[src/nfd_pkg.sv]
/*
  Constants, enumerations and carrier structs for the node fault diagnosis block.
  Assumes one clock and a synchronous reset; all event inputs are synchronous to it.
*/
package nfd_pkg;
  localparam int NSAME = 4;
  localparam int NOPP = 3;
  localparam int NTOT = NSAME + NOPP;
  localparam int IDXW = 3;
  localparam int CNTW = 4;
  localparam logic [IDXW-1:0] OPP_BASE = 3'h4;
  localparam logic [IDXW-1:0] NODE_LIMIT = 3'h7;

  typedef enum logic [2:0] {
    NFD_SELFTEST = 3'b000,
    NFD_DETECT = 3'b001,
    NFD_INIT = 3'b010,
    NFD_JOIN = 3'b011,
    NFD_PRESERVE = 3'b100
  } nfd_mode_type;

  typedef enum logic [1:0] {
    NFD_EV_NONE = 2'b00,
    NFD_EV_SINGLE = 2'b01,
    NFD_EV_SUSP = 2'b10,
    NFD_EV_UNEXPECTED = 2'b11
  } nfd_evkind_type;

  typedef struct packed {
    nfd_evkind_type kind;
    logic [IDXW-1:0] node;
    logic [1:0] row;
    logic [1:0] col;
  } nfd_error_type;

  typedef struct packed {
    logic procStart;
    logic procEnd;
    logic expectsInput;
    logic peCommEnd;
    logic localEnd;
    logic collectiveEnd;
  } nfd_timing_type;

  typedef struct packed {
    logic localFail;
    logic cliqueFail;
    logic noClique;
  } nfd_fault_type;

  typedef logic [NTOT-1:0][NTOT-1:0] nfd_ballot_type;

  localparam logic [4:0] REG_CTRL = 5'h00;
  localparam logic [4:0] REG_STATUS = 5'h04;
  localparam logic [4:0] REG_ACC = 5'h08;
  localparam logic [4:0] REG_CONV = 5'h0C;
  localparam logic [4:0] REG_TRUST = 5'h10;
  localparam logic [4:0] REG_SUSP = 5'h14;
  localparam int CTRL_ACK_BIT = 8;
  localparam logic [1:0] SELF_IDX_RESET = 2'h0;
  localparam logic [31:0] READ_ZERO = 32'h0000_0000;
endpackage

[src/nfd_diag.sv]
/*
  Diagnostic state of one bus node: suspicions, accusations, convictions, trust,
  clique validity and failure triggers, with an Avalon-MM register slave.
  Assumes the protocol engine drives process and interval strobes synchronously.
*/
// The Avalon-MM register port and the address map were left to the implementer.
`timescale 1ns/1ps
module nfd_diag (
  input wire logic clk,
  input wire logic reset,
  input wire logic ce,
  input wire nfd_pkg::nfd_mode_type mode,
  input wire nfd_pkg::nfd_error_type errEvent,
  input wire nfd_pkg::nfd_timing_type timing,
  input wire nfd_pkg::nfd_fault_type fault,
  input wire nfd_pkg::nfd_ballot_type voterAcc,
  input wire logic [nfd_pkg::NTOT-1:0] voterOk,
  input wire logic [4:0] avs_address,
  input wire logic avs_read,
  input wire logic avs_write,
  input wire logic [31:0] avs_writedata,
  output logic [31:0] avs_readdata,
  output logic avs_waitrequest,
  output logic [nfd_pkg::NTOT-1:0] trusted,
  output logic [nfd_pkg::NTOT-1:0] accused,
  output logic [nfd_pkg::NTOT-1:0] convicted,
  output logic cliqueValid,
  output logic selfTestReq,
  output logic abandon
);
  import nfd_pkg::*;

  logic [NSAME-1:0][NOPP-1:0] susp;
  logic [NSAME-1:0][NOPP-1:0] next_susp;
  logic [NTOT-1:0] acc, next_acc, conv, next_conv;
  logic [NTOT-1:0] pendDuring, pendBetween, next_pendDuring, next_pendBetween;
  logic [NTOT-1:0] trust, eventAcc, newDuring, newBetween, suspAcc, convVote;
  logic inProcess, duringHit, modeEntry, selfAcc, cliqueBad;
  logic failLocal, failClique, failNone, failStop;
  logic hitLocal, hitClique, hitNone, hitStop, anyHit;
  logic [1:0] selfIdx;
  nfd_mode_type prevMode;
  logic busAccept;

  function automatic logic majority(input logic [NTOT-1:0] bits,
                                    input logic [NTOT-1:0] elig);
    logic [CNTW-1:0] yes;
    logic [CNTW-1:0] all;
    yes = '0;
    all = '0;
    for (int k = 0; k < NTOT; k++) begin
      yes = yes + CNTW'(bits[k] & elig[k]);
      all = all + CNTW'(elig[k]);
    end
    return {yes, 1'b0} > {1'b0, all};
  endfunction

  assign trust = ~(acc | conv);

  // Self-test takes nothing from the bus, so no event reaches the matrices
  always_comb begin
    eventAcc = '0;
    if (mode != NFD_SELFTEST) begin
      if (errEvent.kind == NFD_EV_SINGLE && errEvent.node < NODE_LIMIT) begin
        eventAcc[errEvent.node] = 1'b1;
      end
      if (errEvent.kind == NFD_EV_UNEXPECTED && errEvent.col < 2'(NOPP)) begin
        eventAcc[OPP_BASE + IDXW'(errEvent.col)] = 1'b1;
      end
    end
  end

  // An event seen in the start or end cycle of a process belongs to it
  assign duringHit = inProcess | timing.procStart;
  assign newDuring = duringHit ? eventAcc : '0;
  assign newBetween = duringHit ? '0 : eventAcc;

  genvar g;
  for (g = 0; g < NTOT; g++) begin : g_vote
    logic [NTOT-1:0] suspBits;
    logic [NTOT-1:0] suspElig;
    logic [NTOT-1:0] ballot;
    if (g < NSAME) begin : g_same
      always_comb begin
        suspBits = '0;
        suspElig = '0;
        for (int c = 0; c < NOPP; c++) begin
          suspBits[c] = susp[g][c];
          suspElig[c] = trust[NSAME + c];
        end
      end
    end else begin : g_opp
      always_comb begin
        suspBits = '0;
        suspElig = '0;
        for (int r = 0; r < NSAME; r++) begin
          suspBits[r] = susp[r][g - NSAME];
          suspElig[r] = trust[r];
        end
      end
    end
    always_comb begin
      ballot = '0;
      for (int v = 0; v < NTOT; v++) begin
        ballot[v] = voterAcc[v][g];
      end
    end
    assign suspAcc[g] = majority(suspBits, suspElig);
    assign convVote[g] = majority(ballot, trust & voterOk);
  end

  always_comb begin
    next_acc = timing.localEnd ? '0 : acc;
    next_pendDuring = pendDuring | newDuring;
    next_pendBetween = pendBetween | newBetween;
    if (timing.procEnd) begin
      next_acc = next_acc | pendDuring | newDuring;
      next_pendDuring = '0;
    end
    if (timing.procStart && timing.expectsInput) begin
      next_acc = next_acc | pendBetween;
      next_pendBetween = newBetween;
    end
    if (timing.peCommEnd) begin
      next_acc = next_acc | suspAcc;
    end
  end

  always_comb begin
    next_susp = timing.localEnd ? '0 : susp;
    if (mode != NFD_SELFTEST && errEvent.kind == NFD_EV_SUSP &&
        errEvent.col < 2'(NOPP)) begin
      next_susp[errEvent.row][errEvent.col] = 1'b1;
    end
  end

  assign modeEntry = (mode != prevMode) && (mode == NFD_DETECT || mode == NFD_INIT);

  always_comb begin
    next_conv = conv;
    if (timing.collectiveEnd) begin
      next_conv = convVote;
    end else if (modeEntry) begin
      next_conv = '0;
    end
  end

  assign selfAcc = acc[selfIdx];
  assign cliqueBad = ~|trust[NSAME-1:0] | ~|trust[NTOT-1:NSAME] | fault.cliqueFail;

  always_comb begin
    hitLocal = 1'b0;
    hitClique = 1'b0;
    hitNone = 1'b0;
    hitStop = 1'b0;
    case (mode)
      NFD_SELFTEST: begin
        hitLocal = fault.localFail | fault.cliqueFail |
                   (errEvent.kind != NFD_EV_NONE);
      end
      NFD_DETECT: begin
        // Without seeing its own output the node can only blame itself by self-accusation
        hitLocal = selfAcc;
        hitClique = cliqueBad | fault.localFail;
        hitNone = fault.noClique;
      end
      NFD_INIT, NFD_JOIN, NFD_PRESERVE: begin
        hitStop = fault.localFail | cliqueBad | selfAcc;
      end
      default: begin
        hitStop = fault.localFail | fault.cliqueFail;
      end
    endcase
  end

  assign anyHit = hitLocal | hitClique | hitNone | hitStop;
  assign busAccept = (avs_read | avs_write) & ~avs_waitrequest;

  always_ff @(posedge clk) begin
    if (reset) begin
      acc <= '0;
      pendDuring <= '0;
      pendBetween <= '0;
    end else if (ce) begin
      acc <= next_acc;
      pendDuring <= next_pendDuring;
      pendBetween <= next_pendBetween;
    end
  end

  always_ff @(posedge clk) begin
    if (reset) begin
      susp <= '0;
    end else if (ce) begin
      susp <= next_susp;
    end
  end

  always_ff @(posedge clk) begin
    if (reset) begin
      conv <= '0;
      prevMode <= NFD_SELFTEST;
      inProcess <= 1'b0;
    end else if (ce) begin
      conv <= next_conv;
      prevMode <= mode;
      if (timing.procEnd) begin
        inProcess <= 1'b0;
      end else if (timing.procStart) begin
        inProcess <= 1'b1;
      end
    end
  end

  // Sticky failure flags; a new failure in the acknowledge cycle survives it
  always_ff @(posedge clk) begin
    if (reset) begin
      failLocal <= 1'b0;
      failClique <= 1'b0;
      failNone <= 1'b0;
      failStop <= 1'b0;
      selfTestReq <= 1'b0;
      abandon <= 1'b0;
    end else if (ce) begin
      if (busAccept && avs_write && avs_address == REG_CTRL &&
          avs_writedata[CTRL_ACK_BIT]) begin
        failLocal <= hitLocal;
        failClique <= hitClique;
        failNone <= hitNone;
        failStop <= hitStop;
        selfTestReq <= anyHit && mode != NFD_SELFTEST;
      end else begin
        failLocal <= failLocal | hitLocal;
        failClique <= failClique | hitClique;
        failNone <= failNone | hitNone;
        failStop <= failStop | hitStop;
        selfTestReq <= selfTestReq | (anyHit && mode != NFD_SELFTEST);
      end
      abandon <= anyHit && mode != NFD_SELFTEST;
    end
  end

  always_ff @(posedge clk) begin
    if (reset) begin
      trusted <= '1;
      accused <= '0;
      convicted <= '0;
      cliqueValid <= 1'b1;
    end else if (ce) begin
      trusted <= ~(next_acc | next_conv);
      accused <= next_acc;
      convicted <= next_conv;
      cliqueValid <= (|(~(next_acc[NSAME-1:0] | next_conv[NSAME-1:0]))) &&
                     (|(~(next_acc[NTOT-1:NSAME] | next_conv[NTOT-1:NSAME])));
    end
  end

  // One wait state per access: waitrequest drops for one cycle, then rises again
  always_ff @(posedge clk) begin
    if (reset) begin
      avs_waitrequest <= 1'b1;
      avs_readdata <= READ_ZERO;
      selfIdx <= SELF_IDX_RESET;
    end else if (ce) begin
      if ((avs_read || avs_write) && avs_waitrequest) begin
        avs_waitrequest <= 1'b0;
        case (avs_address)
          REG_CTRL: avs_readdata <= {30'h0000_0000, selfIdx};
          REG_STATUS: avs_readdata <= {21'h00_0000, mode, 1'b0, inProcess,
                                       cliqueValid, failStop, failNone,
                                       failClique, failLocal, selfTestReq};
          REG_ACC: avs_readdata <= {25'h000_0000, acc};
          REG_CONV: avs_readdata <= {25'h000_0000, conv};
          REG_TRUST: avs_readdata <= {25'h000_0000, trust};
          REG_SUSP: avs_readdata <= {20'h0_0000, susp};
          default: avs_readdata <= READ_ZERO;
        endcase
      end else begin
        avs_waitrequest <= 1'b1;
      end
      if (busAccept && avs_write && avs_address == REG_CTRL) begin
        selfIdx <= avs_writedata[1:0];
      end
    end
  end
endmodule

[config.mk]
export PLATFORM = sky130hd
export DESIGN_NAME = nfd_diag
export DESIGN_NICKNAME = d
export VERILOG_FILES = /design/src/nfd_pkg.sv /design/src/nfd_diag.sv
export SDC_FILE = /design/constraint.sdc
export NUM_CORES = 1
export LEC_CHECK = 0
export BUFFER_PORTS_ARGS = -buffer_cell sky130_fd_sc_hd__buf_4
export CORE_AREA = 8 8 111 113
export DETAILED_ROUTE_END_ITERATION = 10
export DIE_AREA = 0 0 119 121
export GPL_ROUTABILITY_DRIVEN = 0
export PLACE_DENSITY = 0.83
export SYNTH_ARGS = -nofsm -noshare
export SYNTH_HDL_FRONTEND = slang
export SYNTH_SLANG_ARGS = --single-unit
[constraint.sdc]
create_clock -name clk -period 6.36 [get_ports clk]
set_input_delay 0 -clock clk [delete_from_list [all_inputs] [get_ports clk]]
set_output_delay 0 -clock clk [all_outputs]
set_load 0.01 [all_outputs]
==> run_results.csv, run 1 <==
group,metric,value,unit
die,core-area,10600,sq um
pwr,power_density,240,nW/um^2
clock_tree,cts_buffers,9,
die,die-height,121,microns
timing,worstMarginPinSlew,1190,ps
cells_and_area,layout.nets,952,
logic_synthesis,async_reset_ff_share,0,%
pwr,ir_drop,0.259,mV
critical_path,worst-setup-path-type,"flip-flop to flip-flop",
critical_path,critPathMaxStageDelay,550,ps
critical_path,crit_arrival,5090,ps
timing,final_hold_viol_count,0,
detailed_routing,wl,18.1,mm
critical_path,cp-end-kind,"flip-flop",
clock_tree,insertion_delay,360,ps
cells_and_area,diodes,0,
detailed_routing,avgRoutedWirePerCell,20.1,microns
timing,setup_tns,0,ps
timing,period_minus_slack,4800,ps
critical_path,path_cells,"nor2_1, buf_4, and2_1, nand2_1, fa_1, inv_1, fa_1, inv_1, fa_1, inv_1, fa_1, ha_1, a21o_1, a21oi_1, o2bb2ai_1, a211oi_1, o31ai_1, o21ai_1",
clock_tree,ctsHtreeMaxLevel,3,
global_route,grt.overflow.total,0,
clock_tree,cts-root-buf,"clkbuf_8",
global_route,gr-usage-all-layers,24.8,%
logic_synthesis,synth-edff-count,0,
cells_and_area,fin_util,65.5,%
critical_path,crit_family,"adder cells",
critical_path,critPathRequiredTime,6660,ps
detailed_routing,detail-route-antenna-nets,0,
clock_tree,path_clk_slew,80,ps
clock_tree,clockBufferDepth,2,
logic_synthesis,synth_area,5650,sq um
detailed_routing,drt-vias-per-instance,6.27,
critical_path,critPathMaxFanout,12,
timing,finalSetupViolCount,0,
global_route,grt_max_degree,61,
logic_synthesis,ys.warnings.count,0,
pwr,fin_total_pwr,1.67,mW
timing,whs,7.94,ps
die,die-width,119,microns
clock_tree,post-cts-setup-buffer-count,0,
min_path,hold_path.class,"input port to flip-flop",
detailed_routing,num_vias,5672,
timing,max_freq,208,MHz
logic_synthesis,synth.avg_cell_area,8.81,sq um
clock_tree,cts_resized,0,
logic_synthesis,synth_seq_cells,73,
detailed_routing,drt_pass1_iterations,5,
logic_synthesis,synth_cell_type_count,68,
timing,final_max_slew_viol_count,0,
timing,slew_headroom,20.6,%
die,io_pins,176,
cells_and_area,syn_to_final_growth,22.7,%
logic_synthesis,synth_cells,642,
cells_and_area,fill_cells,830,
global_route,antenna_found_initial,0,
placed_design,place_hpwl,14.2,mm
timing,min_period_over_period,75.4,%
cells_and_area,drive_gt1_share,21.3,%
logic_synthesis,ys_seq_area_share,25.8,%
critical_path,crit_top_cell,"fa_1",
placed_design,portBuffers,126,
detailed_routing,drt-initial-drc-count,765,
die,start_util,53.3,%
outcome,status,"finished, final reports clean",
global_route,grt_first_pass_wirelength,29.2,mm
pwr,p_leak,3.25,nW
job,drv_cap,0,
timing,rsz0062_at_grt,"no",
critical_path,critPathLaunchType,"flip-flop",
clock_tree,tritoncts,"built",
detailed_routing,drc_errors,0,
critical_path,critPathBufInv,4,
clock_tree,clock-sinks,73,
global_route,grt_pass1_vias,5753,
die,die_area,14400,sq um
critical_path,crit_slowest_cell,"fa_1",
timing,fin_worst_skew,7.90,ps
logic_synthesis,yosys_most_used_dff,"dfxtp_1",
clock_tree,ctsHoldBuffers,10,
die,num_rows,38,
[stage by stage]
stage / setup slack [ps] / cell area, sq um / std cells
CTS: 1620 / 6940 / 904
finish: 1560 / 6940 / 904
floorplan: 2200 / 5730 / 661
global route: 1310 / 6940 / 904
global placement: 1770 / 6600 / 878
detailed placement: 1640 / 6600 / 878
[cell usage in the layout, fill, tap and decap left out, drive strengths merged, types with 4 or more instances in the layout]
cell and instances:
buf 130, nor2 83, dfxtp 73, and3 43, fa 41, nand2 35
and2 33, ha 33, a21oi 31, inv 26, a22oi 23, conb 20
o21ai 17, a222oi 13, a31oi 11, dlygate4sd3 10, nor3 9, nor2b 9
a311oi 9, clkbuf 9, mux2i 8, o311ai 8, a211o 7, nand3 6
a21o 5, a211oi 5, a21boi 5, clkinv 4
[final timing paths]
check | start | to | slack (ps) | cells past startpoint
max | accused[0] | cliqueValid | 1560 | 18
min | errEvent[0] | g_vote[1].suspBits[0] | 8 | 3
max reg2reg | accused[0] | cliqueValid | 1560 | 18
min reg2reg | pendBetween[6] | pendBetween[6] | 470 | 2
[power breakdown]
part	total [mW]	switching, mW	internal, mW
Combinational	0.717	0.412	0.305
Sequential	0.501	0.0235	0.478
Clock	0.447	0.185	0.261
Total	1.67	0.621	1.04
[layer usage]
metal  share of wire (%)  global-route usage (%)
met1                  38                    29.4
met5                   0                       0
met3                  11                    6.75
met2                  46                    40.0
met4                 4.8                    14.3
[final cells by class]
type                       instances  area (sq um)  area share, %
timing repair buffer             140          1080           15.5
multi-input combinational        509          3890           56.0
inverter                          26          97.6           1.41
clock buffer                       9           124           1.78
sequential                        73          1460           21.1
tap                              140           175           2.52
clock inverter                     7           118           1.69
[Yosys cell counts (all sizes together), types with 11 or more instances]
cell type	number	area share [%]
and3	43	4.8
nor2	83	5.5
ha	33	7.3
and2	33	3.7
inv	25	1.7
a22oi	23	3.1
a21oi	31	2.7
nand2	35	2.3
a222oi	13	2.3
buf	24	3.0
clkbuf	29	1.9
dfxtp	73	26
o21ai	17	1.6
fa	41	15
a31oi	11	1.2
[tightest hold or removal path: cells and delay by family]
kind	cells	cell delay, ps
AND/OR/NAND/NOR	1	120
buffers and inverters	1	130
AO/OA/AOI/OAI	1	60
[flip-flops by register name (all words and copies together) (netlist names)]
| register | count |
|---|---|
| selfTestReq | 1 |
| failClique | 1 |
| convicted | 7 |
| pendBetween | 7 |
| failLocal | 1 |
| cliqueValid | 1 |
| prevMode | 3 |
| pendDuring | 7 |
| failNone | 1 |
| failStop | 1 |
| g_vote.suspBits | 12 |
| accused | 7 |
| selfIdx | 2 |
| inProcess | 1 |
| abandon | 1 |
| avs_waitrequest | 1 |
| trusted | 7 |
| avs_readdata | 12 |
[cell families (layout without fill, tap and decap cells)]
logic type / Yosys count / count (layout) / share of synthesized area [%]
simple gates: 245 / 245 / 22.4
compound gates: 159 / 159 / 21.0
buf+inv: 79 / 182 / 6.64
fa+ha+maj: 74 / 74 / 21.8
flops: 73 / 73 / 25.8
mux: 11 / 11 / 2.21
other cells: 1 / 20 / 0.0663
(Power assumes the default switching activity.)
==> inputs of run 2 (changes only) <==
==> config.mk (replaced) <==
export PLATFORM = sky130hd
export DESIGN_NAME = nfd_diag
export DESIGN_NICKNAME = d
export VERILOG_FILES = /design/src/nfd_pkg.sv /design/src/nfd_diag.sv
export SDC_FILE = /design/constraint.sdc
export NUM_CORES = 1
export LEC_CHECK = 0
export ABC_AREA = 1
export BUFFER_PORTS_ARGS = -buffer_cell sky130_fd_sc_hd__buf_4
export CORE_AREA = 8 8 115 117
export DETAILED_ROUTE_END_ITERATION = 10
export DIE_AREA = 0 0 123 125
export GPL_ROUTABILITY_DRIVEN = 0
export PLACE_DENSITY = 0.81
export SYNTH_ARGS = -nofsm -noshare
export SYNTH_HDL_FRONTEND = slang
export SYNTH_SLANG_ARGS = --single-unit
==> constraint.sdc (replaced) <==
create_clock -name clk -period 4.9 [get_ports clk]
set_input_delay 0 -clock clk [delete_from_list [all_inputs] [get_ports clk]]
set_output_delay 0 -clock clk [all_outputs]
set_load 0.01 [all_outputs]
==> run 2 against run 1 <==
  * Wire length decreased by 2.4%
  * Global-route usage shrank 1.7 points
  * Synthesized cell count is 34% higher
  * Utilization decreased by 3.0 points
  * Clock skew grew 2.0 ps
  * Sequential power up 29%
  * Worst setup slack lost 1100 ps
  * Via count is 4.5% higher
  * Sequential share of layout area down 0.89 points
  * Largest cell class unchanged
  * Largest power group unchanged
  * Highest routed layer unchanged
==> run_results.csv, run 2 <==
group,metric,value,unit
cells_and_area,layout_commonest_cell,"inv_1",
placed_design,portBuffers,126,
critical_path,r2r_cells,20,
timing,rsz0062_at_grt,"no",
detailed_routing,drt-vias-per-instance,5.22,
pwr,fin_total_pwr,2.18,mW
critical_path,critPathLaunchType,"flip-flop",
logic_synthesis,yosysTopAreaCellShare,24.6,%
logic_synthesis,synth_top_cell_by_area,"dfxtp_1",
cells_and_area,fin_util,62.4,%
die,start_util,51.2,%
pwr,power_density,301,nW/um^2
logic_synthesis,synth_area,5950,sq um
critical_path,r2r_slack,460,ps
logic_synthesis,synth_seq_cells,73,
clock_tree,cts_resized,0,
global_route,antenna_found_initial,0,
clock_tree,cts_buffers,9,
logic_synthesis,ys.warnings.count,0,
die,io_pins,176,
detailed_routing,detail-route-antenna-nets,0,
die,num_rows,40,
logic_synthesis,synth_common_cells,"inv_1, nand2_1, nor2_1, a21oi_1, dfxtp_1",
timing,final_max_slew_viol_count,0,
critical_path,worst-setup-path-type,"flip-flop to flip-flop",
detailed_routing,drt-initial-drc-count,607,
detailed_routing,drt_pass1_iterations,5,
cells_and_area,syn_to_final_growth,21.9,%
detailed_routing,num_vias,5928,
logic_synthesis,synth_cells,862,
timing,finalSetupViolCount,0,
global_route,grt.overflow.total,0,
global_route,grt_pass1_vias,5903,
cells_and_area,diodes,0,
cells_and_area,fill_cells,1072,
pwr,ir_drop,0.174,mV
min_path,hold_path.class,"input port to flip-flop",
timing,min_period_over_period,90.5,%
clock_tree,cts-root-buf,"clkbuf_16",
critical_path,crit-reg2reg-launch,"convicted[0]",
detailed_routing,avgRoutedWirePerCell,15.6,microns
global_route,grt_max_degree,48,
logic_synthesis,synth-edff-count,0,
detailed_routing,wl,17.7,mm
die,die-height,125,microns
timing,period_minus_slack,4440,ps
critical_path,crit_arrival,4720,ps
min_path,worstHoldStart,"errEvent[6]",
placed_design,pre_cts_ws,445,ps
timing,fin_worst_skew,9.95,ps
clock_tree,ctsHtreeMaxLevel,3,
logic_synthesis,ys_seq_area_share,24.6,%
cells_and_area,drive_gt1_share,16.0,%
critical_path,critPathRequiredTime,5180,ps
timing,slew_headroom,39.5,%
logic_synthesis,yosys_most_used_dff,"dfxtp_1",
clock_tree,clockBufferDepth,2,
timing,worst_slack,464,ps
logic_synthesis,async_reset_ff_share,0,%
logic_synthesis,yosysMostFrequentCell,"inv_1",
critical_path,r2r-end,"cliqueValid",
timing,whs,15.3,ps
min_path,hold_depth,4,
detailed_routing,drc_errors,0,
cells_and_area,layout.nets,1178,
global_route,gr-usage-all-layers,23.1,%
logic_synthesis,synth_cell_type_count,36,
timing,final_hold_viol_count,0,
timing,max_freq,225,MHz
clock_tree,path_clk_slew,60,ps
logic_synthesis,synth_area_leaders,"dfxtp_1, fa_1, inv_1",
die,core-area,11600,sq um
timing,worstMarginPinSlew,903,ps
job,drv_cap,0,
logic_synthesis,synth.avg_cell_area,6.90,sq um
die,die-width,123,microns
critical_path,critPathMaxFanout,6,
critical_path,cp-end-kind,"flip-flop",
cells_and_area,final_cell_mix,"inv_1, nand2_1, buf_4",
pwr,p_leak,3.81,nW
timing,setup_tns,0,ps
clock_tree,tritoncts,"built",
clock_tree,clock-sinks,73,
placed_design,place_hpwl,14.0,mm
global_route,grt_first_pass_wirelength,28.7,mm
clock_tree,insertion_delay,340,ps
min_path,worstHoldEndpoint,"pendBetween[0]",
outcome,status,"finished, final reports clean",
die,die_area,15400,sq um
## run 2: cell count changes after synthesis, moves of 33 or more
| cell | delta |
|---|---|
| nand2_1 | +120 |
| and3_1 | -43 |
| nand3_1 | +53 |
| and2_1 | -33 |
| a21oi_1 | +53 |
| inv_1 | +138 |
## run 2: per-stage QoR
step,instances,cell area (sq um)
2_1_floorplan,881,6020
3_3_place_gp,1114,6900
3_5_place_dp,1114,6900
4_1_cts,1136,7250
5_1_grt,1136,7250
6_report,1136,7250
## run 2: cells by family (layout without fill, tap and decap cells)
family                   after synthesis  after routing  share of synthesized area (%)
AO/OA/AOI/OAI                        154            154                           14.4
XOR/XNOR                               1              1                          0.147
adder cells (fa/ha/maj)               74             74                           20.7
buffers and inverters                208            316                           15.0
flip-flops                            73             73                           24.6
other                                  1             20                         0.0630
AND/OR/NAND/NOR                      351            351                           25.1
## run 2: worst max-delay path by stage
stage	startpoint	to	slack, ps	depth (start not counted)
after detailed placement	convicted[0]	cliqueValid	450	20
after CTS	convicted[0]	cliqueValid	430	20
after floorplan	accused[1]	cliqueValid	860	20
after global routing	convicted[0]	cliqueValid	100	20
after global placement	convicted[0]	cliqueValid	510	20
final	convicted[0]	cliqueValid	460	20
## run 2: power by group
| part | leakage [nW] | internal (mW) | switching, mW |
|---|---|---|---|
| combinational | 3.07 | 0.368 | 0.531 |
| sequential | 0.595 | 0.624 | 0.0245 |
| clock | 0.139 | 0.389 | 0.244 |
| total | 3.81 | 1.38 | 0.799 |
## run 2: routing by layer
metal / GRT usage (%) / wire length (microns) / vias to the layer above / share of wire (%)
met5: 0 / 0 / - / 0
met4: 6.24 / 313 / 0 / 1.8
met3: 5.76 / 1990 / 30 / 11
met2: 38.0 / 8190 / 281 / 46
met1: 29.4 / 7200 / 2686 / 41
li1: - / - / 2931 / -
## run 2: area by class of cell
cell class,count,area (sq um),area share (%)
sequential,73,1460,20.2
tap,147,184,2.54
inverter,165,619,8.54
timing repair buffer,136,1040,14.3
clock inverter,4,45.0,0.621
multi-input combinational,600,3670,50.6
clock buffer,11,233,3.21
## run 2: worst max-delay path, stage by stage (launching register included)
cell and delay, ps:
dfxtp_1 330, nor2_1 260, nand2_1 250, inv_1 180, nand2_1 90, fa_1 540
inv_1 50, fa_1 530, inv_1 60, fa_1 400, inv_1 80, fa_1 420
ha_1 320, a21o_1 180, a21oi_1 120, nor2_1 50, a21oi_1 170, nand3_1 120
nand3_1 90, nand3_1 70, nand2_1 70
## run 2: what timing repair did
item	in CTS	in global routing
endpoints found under the hold margin	10	0
endpoints found under the setup margin	0	0
hold buffers	7	0
setup buffers	0	0
==> inputs of run 3 (changes only) <==
--- a/config.mk
+++ b/config.mk
@@ -7,11 +7,11 @@
 export LEC_CHECK = 0
 export ABC_AREA = 1
 export BUFFER_PORTS_ARGS = -buffer_cell sky130_fd_sc_hd__buf_4
-export CORE_AREA = 8 8 115 117
+export CORE_AREA = 8 8 113 115
 export DETAILED_ROUTE_END_ITERATION = 10
-export DIE_AREA = 0 0 123 125
+export DIE_AREA = 0 0 121 123
 export GPL_ROUTABILITY_DRIVEN = 0
-export PLACE_DENSITY = 0.81
+export PLACE_DENSITY = 0.84
 export SYNTH_ARGS = -nofsm -noshare
 export SYNTH_HDL_FRONTEND = slang
 export SYNTH_SLANG_ARGS = --single-unit
==> constraint.sdc (replaced) <==
create_clock -name clk -period 5.2 [get_ports clk]
set_input_delay 0 -clock clk [delete_from_list [all_inputs] [get_ports clk]]
set_output_delay 0 -clock clk [all_outputs]
set_load 0.01 [all_outputs]
==> run 3 against run 2 <==
  * Flip-flop and latch count unchanged
  * Worst setup slack better by 180 ps
  * Clock skew down 4.2 ps
  * Worst hold slack better by 21 ps
  * Critical path depth unchanged
  * Clock-buffer cell count unchanged
  * Critical endpoint unchanged
==> run_results.csv, run 3 (synthesis gave the netlist of run 2 again) <==
group,metric,value,unit
timing,rsz0062_at_grt,"no",
clock_tree,tritoncts,"built",
detailed_routing,drt-initial-drc-count,524,
detailed_routing,avgRoutedWirePerCell,15.3,microns
placed_design,portBuffers,126,
clock_tree,insertion_delay,340,ps
cells_and_area,final_cell_mix,"inv_1, nand2_1, buf_4",
job,drv_cap,0,
detailed_routing,drc_errors,0,
critical_path,critPathRequiredTime,5480,ps
outcome,status,"finished, final reports clean",
detailed_routing,detail-route-antenna-nets,0,
cells_and_area,diodes,0,
global_route,antenna_found_initial,0,
global_route,grt.overflow.total,0,
clock_tree,clock-sinks,73,
timing,final_hold_viol_count,0,
cells_and_area,drive_gt1_share,16.2,%
clock_tree,clockBufferDepth,2,
detailed_routing,wl,17.3,mm
cells_and_area,layout.nets,1177,
timing,setup_tns,0,ps
global_route,gr-usage-all-layers,23.4,%
pwr,ir_drop,0.186,mV
placed_design,place_hpwl,13.8,mm
detailed_routing,drt-vias-per-instance,5.29,
cells_and_area,layout_commonest_cell,"inv_1",
die,io_pins,176,
global_route,grt_first_pass_wirelength,28.0,mm
cells_and_area,syn_to_final_growth,23.3,%
timing,worstMarginPinSlew,916,ps
die,die_area,14900,sq um
detailed_routing,num_vias,5993,
clock_tree,path_clk_slew,60,ps
clock_tree,cts-root-buf,"clkbuf_16",
detailed_routing,drt_pass1_iterations,5,
critical_path,critPathLaunchType,"flip-flop",
timing,fin_worst_skew,5.77,ps
timing,finalSetupViolCount,0,
critical_path,critPathMaxFanout,7,
cells_and_area,fin_util,66.2,%
die,die-width,121,microns
die,num_rows,39,
min_path,hold_path.class,"input port to flip-flop",
critical_path,crit_arrival,4830,ps
clock_tree,cts_buffers,9,
die,die-height,123,microns
cells_and_area,fill_cells,936,
die,core-area,11100,sq um
timing,slew_headroom,38.6,%
critical_path,worst-setup-path-type,"flip-flop to flip-flop",
global_route,grt_max_degree,48,
clock_tree,ctsHtreeMaxLevel,3,
timing,max_freq,220,MHz
die,start_util,53.7,%
pwr,power_density,304,nW/um^2
timing,period_minus_slack,4550,ps
timing,min_period_over_period,87.6,%
pwr,p_leak,3.85,nW
timing,final_max_slew_viol_count,0,
global_route,grt_pass1_vias,5825,
critical_path,cp-end-kind,"flip-flop",
-- run 3: layer usage --
metal,part of all wire (%),track usage [%],vias to the layer above
li1,-,-,2936
met1,41,28.9,2741
met2,46,37.7,282
met3,10,6.62,34
met4,2.6,9.91,0
met5,0,0,-
-- run 3: cell type report --
type	count	area, sq um	share of cell area [%]
Inverter	165	619	8.44
Multi-Input combinational cell	600	3670	50.0
Sequential cell	73	1460	19.9
Tap cell	143	179	2.44
Timing Repair Buffer	135	1030	14.1
Clock buffer	11	253	3.45
Clock inverter	5	125	1.71
-- run 3: path summary, 6_finish.rpt --
kind / slack (ps) / start / cells after the start / endpoint
min reg2reg: 450 / pendDuring[4] / 2 / pendDuring[4]
max: 650 / convicted[3] / 20 / cliqueValid
min: 40 / errEvent[0] / 4 / g_vote[2].suspBits[0]
max reg2reg: 650 / convicted[3] / 20 / cliqueValid
-- run 3: power breakdown --
part / total (mW) / switching (mW) / leakage, nW / internal [mW]
clock: 0.773 / 0.231 / 0.186 / 0.542
sequential: 0.611 / 0.0232 / 0.595 / 0.588
combinational: 0.846 / 0.500 / 3.07 / 0.346
total: 2.23 / 0.754 / 3.85 / 1.48
-- run 3: critical path, stage by stage, from the launching register on --
cell and delay (ps):
dfxtp_1 340, nor2_1 330, nand2_1 270, inv_1 170, fa_1 440, fa_1 500
inv_1 50, fa_1 370, fa_1 540, ha_1 370, nand2_1 70, inv_1 30
o21ai_0 140, inv_1 50, o21ai_0 240, nand2_1 130, nor2_1 190, nor2_1 70
nand2_1 70, nand3_1 60, nand2_1 70
-- run 3: repair_timing --
item / CTS / global route
setup buffers: 0 / 0
setup endpoints to repair: 0 / 0
endpoints found under the hold margin: 9 / 0
resized for setup: 0 / 0
hold buffers: 7 / 0
-- run 3: through the flow --
stage          cells  total power, mW  hold WS (ps)  instance area [sq um]  worst slack [ps]
6_report        1132             2.23          36.3                   7340               647
3_3_place_gp    1109             1.43           253                   6890               755
3_5_place_dp    1109             1.46           258                   6890               709
2_1_floorplan    881             1.20           143                   6020              1160
5_1_grt         1132             2.39          58.5                   7340               331
4_1_cts         1132             2.24          18.0                   7340               678
